### src/design/pst_consts.vh
// Operation
// - Low ops reach lower word directly
// - Upper byte reachable only by high ops
// - Program counter advances two per word
// - Two 16-bit spaces share one range
// - Byte and word mode on every op
// - Word low read returns bits 15..0
// - Byte low read picks byte by select
// - Word high read zero-extends bits 23..16
// - Byte high read phantom byte reads zero
// - Writes use byte and word granularity
// - Page comes from table page register
// - Page msb selects configuration space
`ifndef PST_CONSTS_VH
`define PST_CONSTS_VH
`define PST_OP_RD_LO      2'h0
`define PST_OP_RD_HI      2'h1
`define PST_OP_WR_LO      2'h2
`define PST_OP_WR_HI      2'h3
`define PST_PAGE_CFG_BIT  7
`define PST_PAGE_RST      8'h00
`define PST_PC_STEP       24'h000002
`define PST_PC_RST        24'h000000
`endif

### src/design/pst_table_access.v
// The implementer's own choices: the address map and the strobed register port.
`timescale 1ns/1ps
`include "pst_consts.vh"
module pst_table_access #(
  parameter PAGE_W = 8,
  parameter OFS_W  = 16
) (
  input  wire                    sys_clk,
  input  wire                    rst_n,
  input  wire                    page_wr,
  input  wire [PAGE_W-1:0]       page_wdata,
  input  wire                    op_valid,
  input  wire [1:0]              op_code,
  input  wire                    op_byte,
  input  wire [OFS_W-1:0]        op_offset,
  input  wire [15:0]             op_wdata,
  input  wire                    pc_step,
  input  wire [23:0]             mem_rdata,
  output reg  [PAGE_W-1:0]       table_page_select,
  output reg  [PAGE_W+OFS_W-1:0] mem_addr_q,
  output reg                     mem_cfg_q,
  output reg                     mem_rd_q,
  output reg                     mem_wr_q,
  output reg  [2:0]              mem_lane_q,
  output reg  [23:0]             mem_wdata_q,
  output reg  [15:0]             rd_data_q,
  output reg                     rd_valid_q,
  output reg  [23:0]             pc_q
);
  reg                      rd_pend_q;
  reg                      rd_hi_q;
  reg                      rd_byte_q;
  reg                      rd_bsel_q;
  reg  [2:0]               lane_d;
  reg  [23:0]              wdata_d;
  reg  [15:0]              rdat_d;
  wire                     is_hi = op_code[0];
  wire                     is_wr = op_code[1];
  wire                     bsel  = op_offset[0];

  // Lane encoding: bit0 = P<7:0>, bit1 = P<15:8>, bit2 = P<23:16>
  always @* begin
    lane_d  = 3'h0;
    wdata_d = 24'h000000;
    if (is_hi) begin
      wdata_d = {op_wdata[7:0], 16'h0000};
      // Phantom byte has no storage, so writes to it touch nothing
      if (op_byte)
        lane_d = bsel ? 3'h0 : 3'h4;
      else
        lane_d = 3'h4;
    end else begin
      if (op_byte) begin
        lane_d  = bsel ? 3'h2 : 3'h1;
        wdata_d = {8'h00, op_wdata[7:0], op_wdata[7:0]};
      end else begin
        lane_d  = 3'h3;
        wdata_d = {8'h00, op_wdata};
      end
    end
  end

  always @(posedge sys_clk) begin
    if (!rst_n)
      table_page_select <= `PST_PAGE_RST;
    else if (page_wr)
      table_page_select <= page_wdata;
  end

  always @(posedge sys_clk) begin
    if (!rst_n)
      pc_q <= `PST_PC_RST;
    else if (pc_step)
      pc_q <= pc_q + `PST_PC_STEP;
  end

  always @(posedge sys_clk) begin
    if (!rst_n) begin
      mem_addr_q  <= {(PAGE_W+OFS_W){1'b0}};
      mem_cfg_q   <= 1'b0;
      mem_rd_q    <= 1'b0;
      mem_wr_q    <= 1'b0;
      mem_lane_q  <= 3'h0;
      mem_wdata_q <= 24'h000000;
      rd_pend_q   <= 1'b0;
      rd_hi_q     <= 1'b0;
      rd_byte_q   <= 1'b0;
      rd_bsel_q   <= 1'b0;
    end else begin
      mem_rd_q  <= op_valid && !is_wr;
      mem_wr_q  <= op_valid && is_wr;
      rd_pend_q <= op_valid && !is_wr;
      if (op_valid) begin
        // Word mode ignores offset lsb; both spaces share one word address
        mem_addr_q  <= {table_page_select, op_offset[OFS_W-1:1], 1'b0};
        mem_cfg_q   <= table_page_select[`PST_PAGE_CFG_BIT];
        mem_lane_q  <= lane_d;
        mem_wdata_q <= wdata_d;
        rd_hi_q     <= is_hi;
        rd_byte_q   <= op_byte;
        rd_bsel_q   <= bsel;
      end
    end
  end

  // Memory answers combinationally in the cycle after the request
  always @* begin
    rdat_d = 16'h0000;
    if (rd_hi_q) begin
      if (!(rd_byte_q && rd_bsel_q))
        rdat_d = {8'h00, mem_rdata[23:16]};
    end else if (rd_byte_q) begin
      rdat_d = {8'h00, rd_bsel_q ? mem_rdata[15:8] : mem_rdata[7:0]};
    end else begin
      rdat_d = mem_rdata[15:0];
    end
  end

  always @(posedge sys_clk) begin
    if (!rst_n) begin
      rd_data_q  <= 16'h0000;
      rd_valid_q <= 1'b0;
    end else begin
      rd_valid_q <= rd_pend_q;
      if (rd_pend_q)
        rd_data_q <= rdat_d;
    end
  end
endmodule

### config.mk
export PLATFORM = sky130hd
export DESIGN_NAME = pst_table_access
export DESIGN_NICKNAME = d
export VERILOG_FILES = /design/src/design/pst_table_access.v
export VERILOG_INCLUDE_DIRS = /design/src /design/src/design
export SDC_FILE = /design/constraint.sdc
export NUM_CORES = 1
export LEC_CHECK = 0
export BUFFER_PORTS_ARGS = -buffer_cell sky130_fd_sc_hd__buf_4
export CORE_ASPECT_RATIO = 1.5
export CORE_MARGIN = 2
export CORE_UTILIZATION = 42
export DETAILED_ROUTE_END_ITERATION = 6
export PLACE_DENSITY = 0.72
export SLEW_MARGIN = 10
export SYNTH_ARGS = -nofsm -noshare
export SYNTH_HDL_FRONTEND = slang
export SYNTH_SLANG_ARGS = --single-unit
### constraint.sdc
create_clock -name sys_clk -period 2.4 [get_ports sys_clk]
set_input_delay 0.48 -clock sys_clk [delete_from_list [all_inputs] [get_ports sys_clk]]
set_output_delay 0.48 -clock sys_clk [all_outputs]
set_load 0.01 [all_outputs]
# After elaboration in Yosys (flattened, before gate mapping)

Cells that the tools add are included.

Add/sub/neg operators: 1
Multiplexer cells: 11
Reduce and logical (&&, ||, !) cells: 4

Operators with widths:

| cell                    | count |
|---|---|
| $mux W16                | 3 |
| $add A24 B2 Y24 const B | 1 |
| $mux W24                | 1 |
| $mux W8                 | 2 |
| $mux W3                 | 3 |
| $mux W2                 | 2 |
| $logic_and A1 B1 Y1     | 3 |
| $logic_not A1 Y1        | 1 |

Register bits after elaboration: 105
Input port bits: 72
Output and inout port bits: 103
Word-level logic and storage cells: 29

# Logic depth before layout (Yosys ltp)

Gate-level depths: netlist of the first run.

Depth in word-level cells: 3
Gate-level depth with buffers: 6
Gate-level depth less buffers: 5

# Worst setup path after synthesis of the first run

OpenSTA, ideal clock, no wires.

Path type: input port to flip-flop
From: in pc_step
To: reg pc_q[18]
Library setup time: 70 ps
Arrival: 1887 ps
Required time: 2330 ps
Setup slack: 442 ps
Stages on the path: 6
Buffers on the path: 2
Cell sequence: buf_2 nand4_4 or4_1 buf_2 or3_1 a21oi_1

RTL lines:

| element              | RTL line              | RTL |
|---|---|---|
| start, declared      | pst_table_access.v:17 | `input wire pc_step,` |
| end signal, assigned | pst_table_access.v:72 | `` pc_q <= `PST_PC_RST; `` |
| end signal, assigned | pst_table_access.v:74 | `` pc_q <= pc_q + `PST_PC_STEP; `` |
| end, declared        | pst_table_access.v:28 | `output reg [23:0] pc_q` |

# Worst setup path after layout of the first run

From: reg pc_q[1]
To: reg pc_q[17]

Word-level cells in the longest chain between the ends: 1

RTL lines:

| element |
|---|
| $add A24 B2 Y24 (no line) |

Every way passes these cells.
A chain may end at the register's enable or synchronous reset.

==> qor.txt, run 1 <==
Setup CP Type: flip-flop to flip-flop
Die X: 84.44 um
Outcome: finished, final reports clean
RSZ-0062 raised after global routing: false
VDD IR max: 0.4085 mV
Cells after DPL: 715
Starting density of the core: 0.4255
Synth area leaders: dfxtp_1, mux2i_1, nor2_1
Clock Tree Buf Depth: 2
Slowest stage cell, crit path: or4_1
Crit path required time: 2.66 ns
Lkg Pwr: 2.622 nW
Fmax achieved: 510.4 MHz
# IOs: 175
Netlist area before placement: 4076 um2
Crit path launch type: flip-flop
Critical path fanouts, max: 8
RD Place Congestion: 0.7969
Routed WL: 10.68 mm
Finished Layout Cells: 731
Fin crit period: 1.959 ns
Worst EP arrival: 2.22 ns
Met1 Use GR: 0.2222
Vias in the first global route: 3,676
Post-synth EDFFs: 0
First-pass GRT wire length: 17.22 mm
Vias: 3,799
GRT Overall Usage: 0.1990
Drt wl/cell: 14.60 um
CP Cell Sequence: ha_1 > nand3_1 > or4_1 > or3_1 > a21oi_1
Async S/R FF share, synth: 0
Max_cap viols: 0
CTS tree: done
Netlist cell types: 33
Hold-fix buffers, CTS: 0
Clk_lat worst skew: 0.34 ns
Antenna cells: 0
Max-slew violation count: 0
Mean Syn Cell Area: 8.979 um2
Final instance area: 5741 um2
Largest net degree at the start of global routing: 45
Sequential area share after synthesis: 0.5058
PwrDens: 649.8 nW/um2
Worst rel slew slack: 0.5370
Utilization after layout: 0.5993
Fillers: 826
Area after DPL: 5435 um2
Tcrit/Tclk final: 0.8164
Post-route ant nets: 0
Pin slew with the least headroom to its limit: 0.6920 ns
Port-buffer cells: 172
Most Crowded Layer GR: met2
Dpl hpwl: 7.838 mm
Syn-to-layout area delta: 40.82%
Clk root buf: clkbuf_16
CP Capture Type: flip-flop
Met3 track demand over resource: 0.04440
Post-CTS Resized: 0
Mapped Cells: 454
Post-route DRC: 0
Vias per cell: 5.197
Length of the first detailed-routing pass in iterations: 5
Final Hold Vio Count: 0
Worst hold-check path type: input pin to flip-flop
Num rows: 44
Yosys top cell by area: dfxtp_1
Inserted Clock Buffers: 9
Final setup vio count: 0
Most used DFF post-synth: dfxtp_1
Slowest stage delay, CP: 0.52 ns
Setup tns final: 0 ns
Die area: 10,530 um2
Placeable Area: 9579 um2
Initial drt markers: 125
Grt total ovfl: 0
CTS Sinks: 103
NumNets Final: 684
Max H-tree Level: 3
Tot Pwr: 3.730 mW
Warnings from Yosys: 0
Initial antenna violation count: 0
R2R setup slack: 0.44 ns
Post-synth top area share: 0.5058
Post-CTS Setup Bufs: 0
Layout cell share with drive strength beyond 1: 0.3214
Die span in y: 124.7 um
Max Clock Skew: 0.007132 ns
Synth Register Bits: 103
Clock transition at the registers of the reported paths: 0.07 ns
M2 GR Usage: 0.3497
-- synth_stat cells, types with 7 or more instances --
library cell  instances
a22oi_1              17
nand2b_1             11
nand2_1              21
mux2i_1              43
or3_1                 7
a21oi_1              28
nor2_1               85
a21o_1                8
a31oi_1               8
clkbuf_1             26
xnor2_1              11
nand3_1              28
o21ai_0              16
dfxtp_1             103
-- per-layer routing --
| metal | wire length (um) | share of wire |
|---|---|---|
| met5 | 0 | 0 |
| met4 | 324 | 0.030 |
| met3 | 553 | 0.052 |
| met2 | 5655 | 0.53 |
| met1 | 4141 | 0.39 |
-- cells in the final DEF, fill, tap and decap left out, types with 7 or more instances in the layout --
cell and instances:
a21oi_1 28, xnor2_1 11, or3_1 7, a22oi_1 17, nand2b_1 11, o21ai_0 16
nand3_1 28, dfxtp_1 103, nand2_1 21, a21o_1 8, mux2i_1 43, a31oi_1 8
clkbuf_16 9, buf_4 177, nor2_1 85
-- report_power, final --
group / switching (mW) / leakage (nW) / internal [mW] / total (mW)
Sequential: 0.0494 / 0.841 / 1.77 / 1.82
Combinational: 0.205 / 1.64 / 0.231 / 0.436
Clock: 0.651 / 0.143 / 0.819 / 1.47
Total: 0.906 / 2.62 / 2.82 / 3.73
-- area by class of cell --
| type | count | area (um2) | share of cell area |
|---|---|---|---|
| sequential | 103 | 2062 | 0.3592 |
| timing repair buffer | 178 | 1349 | 0.2350 |
| inverter | 7 | 26.28 | 0.004577 |
| multi-input combinational | 312 | 1854 | 0.3230 |
| tap | 115 | 143.9 | 0.02507 |
| clock buffer | 9 | 225.2 | 0.03923 |
| clock inverter | 7 | 80.08 | 0.01395 |
-- logic make-up after synthesis --
logic type                 count (synthesis)  synth area share
other                                      1         0.0009199
AOI/OAI and AO/OA                         78            0.1142
adders and majority gates                  1          0.003069
buffers and inverters                     40           0.04021
xor gates and xnor gates                  12           0.02578
DFF                                      103            0.5058
and+or+nand+nor                          176            0.2044
muxes                                     43            0.1056
-- flip-flops by register name (all words and copies together), names as in the netlist, 3 cells and up --
name and cells:
mem_addr_q 22, mem_lane_q 3, mem_wdata_q 24, pc_q 23, rd_data_q 16, table_page_select 8
-- metrics by stage --
stage	setup WS, ns	hold WS (ns)
finish	0.4407	0.3113
global route	0.2891	0.3110
CTS	0.4248	0.2932
detailed placement	0.3457	0.4581
global placement	0.4014	0.4507
floorplan	0.4424	0.4856
-- final timing paths --
check,startpoint,endpoint,depth (start not counted)
setup / recovery,pc_q[1]$_SDFFE_PN0P_,pc_q[17]$_SDFFE_PN0P_,5
hold / removal,op_code[1],rd_pend_q$_SDFF_PN0_,2
setup reg to reg,pc_q[1]$_SDFFE_PN0P_,pc_q[17]$_SDFFE_PN0P_,5
hold reg to reg,mem_lane_q[0]$_SDFFE_PN0P_,mem_lane_q[0]$_SDFFE_PN0P_,2
-- critical path: cells and delay by family, from the launching register on --
kind / cells / cell delay, ns
AO/OA/AOI/OAI: 1 / 0.14
adder cells (fa/ha/maj): 1 / 0.22
flip-flops: 1 / 0.45
AND/OR/NAND/NOR: 3 / 1.08
(Power assumes the default switching activity.)
==> run 2, diff against run 1 <==
==> constraint.sdc (replaced) <==
create_clock -name sys_clk -period 2.05 [get_ports sys_clk]
set_input_delay 0.41 -clock sys_clk [delete_from_list [all_inputs] [get_ports sys_clk]]
set_output_delay 0.41 -clock sys_clk [all_outputs]
set_load 0.01 [all_outputs]
==> run 2 against run 1 <==
  * First-iteration DRC count rose by 13%
  * Non-clock buffer count up 6
  * Fmax rose by 2.0%
  * Total power rose by 14%
  * Sequential cell count stayed put
  * Sequential power grew 18%
  * Count of clock-buffer cells in the layout grew 1
  * Register-to-register slack worse by 0.31 ns
  * Hold slack worse by 0.080 ns
  * Critical path depth shrank 1
  * Final cell count rose by 0.82%
  * Largest power group unchanged
==> qor.txt, run 2 (synthesized netlist as in run 1, its figures left out) <==
VDD IR max: 0.5469 mV (+34%)
Most common cell after layout, fill and taps aside: buf_4
Vias: 3,776 (-0.61%)
Max_cap viols: 0 (unchanged)
Largest registers: mem_wdata_q: 24 flops, pc_q: 23 flops, mem_addr_q: 22 flops
Clock transition at the registers of the reported paths: 0.07 ns (about the same)
CP bufs+invs: 0 (unchanged)
RSZ-0062 raised after global routing: false
Clock Tree Buf Depth: 2 (unchanged)
CTS Sinks: 103 (unchanged)
Max-slew violation count: 0 (unchanged)
Biggest register: mem_wdata_q
Routed WL: 10.64 mm (-0.35%)
Initial drt markers: 141 (+13%)
Final instance area: 5752 um2 (+0.20%)
Initial antenna violation count: 0 (unchanged)
CP Cell Sequence: nand4_4 > or4_1 > or3_1 > a21oi_1
Setup tns final: 0 ns (unchanged)
Dpl hpwl: 7.685 mm (-2.0%)
Critical path fanouts, max: 10 (+2)
NumNets Final: 690 (+0.88%)
Post-route DRC: 0 (unchanged)
Drt wl/cell: 14.43 um (-1.2%)
Starting density of the core: 0.4255 (unchanged)
CP Capture Type: flip-flop
Vias per cell: 5.123 (-1.4%)
Pin slew with the least headroom to its limit: 0.6109 ns (-0.08106 ns)
Port-buffer cells: 172 (unchanged)
Fmax achieved: 520.5 MHz (+2.0%)
Tcrit/Tclk final: 0.9372 (+0.1208)
Final Hold Vio Count: 0 (unchanged)
First-pass GRT wire length: 17.15 mm (-0.44%)
Hold-fix buffers, CTS: 0 (unchanged)
Max H-tree Level: 3 (unchanged)
Clk_lat worst skew: 0.34 ns (about the same)
Largest register FFs: 24 (unchanged)
PwrDens: 741.6 nW/um2 (+14%)
# IOs: 175 (unchanged)
Inserted Clock Buffers: 9 (unchanged)
Num rows: 44 (unchanged)
Layout cell share with drive strength beyond 1: 0.3280 (+0.006546)
Vias in the first global route: 3,562 (-3.1%)
Slowest stage cell, crit path: or4_1
Outcome: finished, final reports clean
Placeable Area: 9579 um2 (unchanged)
Area after DPL: 5468 um2 (+0.60%)
Fin crit period: 1.921 ns (-0.03815 ns)
Cells after DPL: 721 (+0.84%)
CTS tree: done
Final setup vio count: 0 (unchanged)
Instance count on the critical path: 4 (-1)
Max Clock Skew: 0.005110 ns (-0.002022 ns)
Post-CTS Resized: 0 (unchanged)
Die area: 10,530 um2 (unchanged)
Crit path launch type: flip-flop
CP delay by family, top: simple AND/OR/NAND/NOR gates
Setup CP Type: flip-flop to flip-flop
Lkg Pwr: 2.634 nW (+0.47%)
GRT Overall Usage: 0.2008 (+0.001778)
Most frequent cells in the layout: buf_4, dfxtp_1, nor2_1
Worst EP arrival: 2.19 ns (-0.03 ns)
Hold depth: 2 (unchanged)
RD Place Congestion: 0.7795 (-2.2%)
Post-CTS Setup Bufs: 0 (unchanged)
Die span in y: 124.7 um (unchanged)
Length of the first detailed-routing pass in iterations: 4 (-1)
Finished Layout Cells: 737 (+0.82%)
Antenna cells: 0 (unchanged)
Worst hold-check path type: input pin to flip-flop
Grt total ovfl: 0 (unchanged)
Clk root buf: clkbuf_16
Slowest stage delay, CP: 0.69 ns (+0.17 ns)
Cell depth of the worst flop-to-flop path: 4 (-1)
Largest net degree at the start of global routing: 48 (+6.7%)
Hold Slack: 0.2317 ns (-0.07960 ns)
Worst rel slew slack: 0.5922 (+0.05519)
Post-route ant nets: 0 (unchanged)
Syn-to-layout area delta: 41.10%
Crit path required time: 2.32 ns (-0.34 ns)
Die X: 84.44 um (unchanged)
[run 2: worst reg2reg max path, cell delays in order, from the launching register on]
cell and delay (ns):
dfxtp_1 0.43, nand4_4 0.19, or4_1 0.69, or3_1 0.41, a21oi_1 0.14
[run 2: stage by stage]
stage | util | setup slack, ns | total power [mW]
global placement | 0.5708 | 0.1813 | 2.679
global route | 0.6004 | 0.02830 | 4.444
finish | 0.6004 | 0.1288 | 4.265
CTS | 0.6004 | 0.1353 | 4.315
floorplan | - | 0.1624 | 2.416
detailed placement | 0.5708 | 0.1428 | 2.691
[run 2: power by group]
part	internal [mW]	switching (mW)	total (mW)
clock	0.861	0.760	1.62
combinational	0.270	0.238	0.507
sequential	2.08	0.0606	2.14
total	3.21	1.06	4.27
[run 2: layout make-up]
cell class | instances | area (um2)
Timing Repair Buffer | 184 | 1381
Clock inverter | 6 | 45.04
Tap cell | 115 | 143.9
Multi-Input combinational cell | 312 | 1854
Fill cell | 858 | 3827
Clock buffer | 10 | 239.0
Sequential cell | 103 | 2062
Inverter | 7 | 26.28
[run 2: worst paths after layout]
path	from	end	slack, ns
setup reg to reg	pc_q[7]$_SDFFE_PN0P_	pc_q[20]$_SDFFE_PN0P_	0.13
setup / recovery	pc_q[7]$_SDFFE_PN0P_	pc_q[20]$_SDFFE_PN0P_	0.13
hold reg to reg	mem_lane_q[0]$_SDFFE_PN0P_	mem_lane_q[0]$_SDFFE_PN0P_	0.47
hold / removal	op_code[1]	rd_pend_q$_SDFF_PN0_	0.23
[run 2: layer usage]
layer	track usage	share of wire
met3	0.05500	0.058
met2	0.3511	0.53
met1	0.2288	0.39
met5	0	0
met4	0.08030	0.025
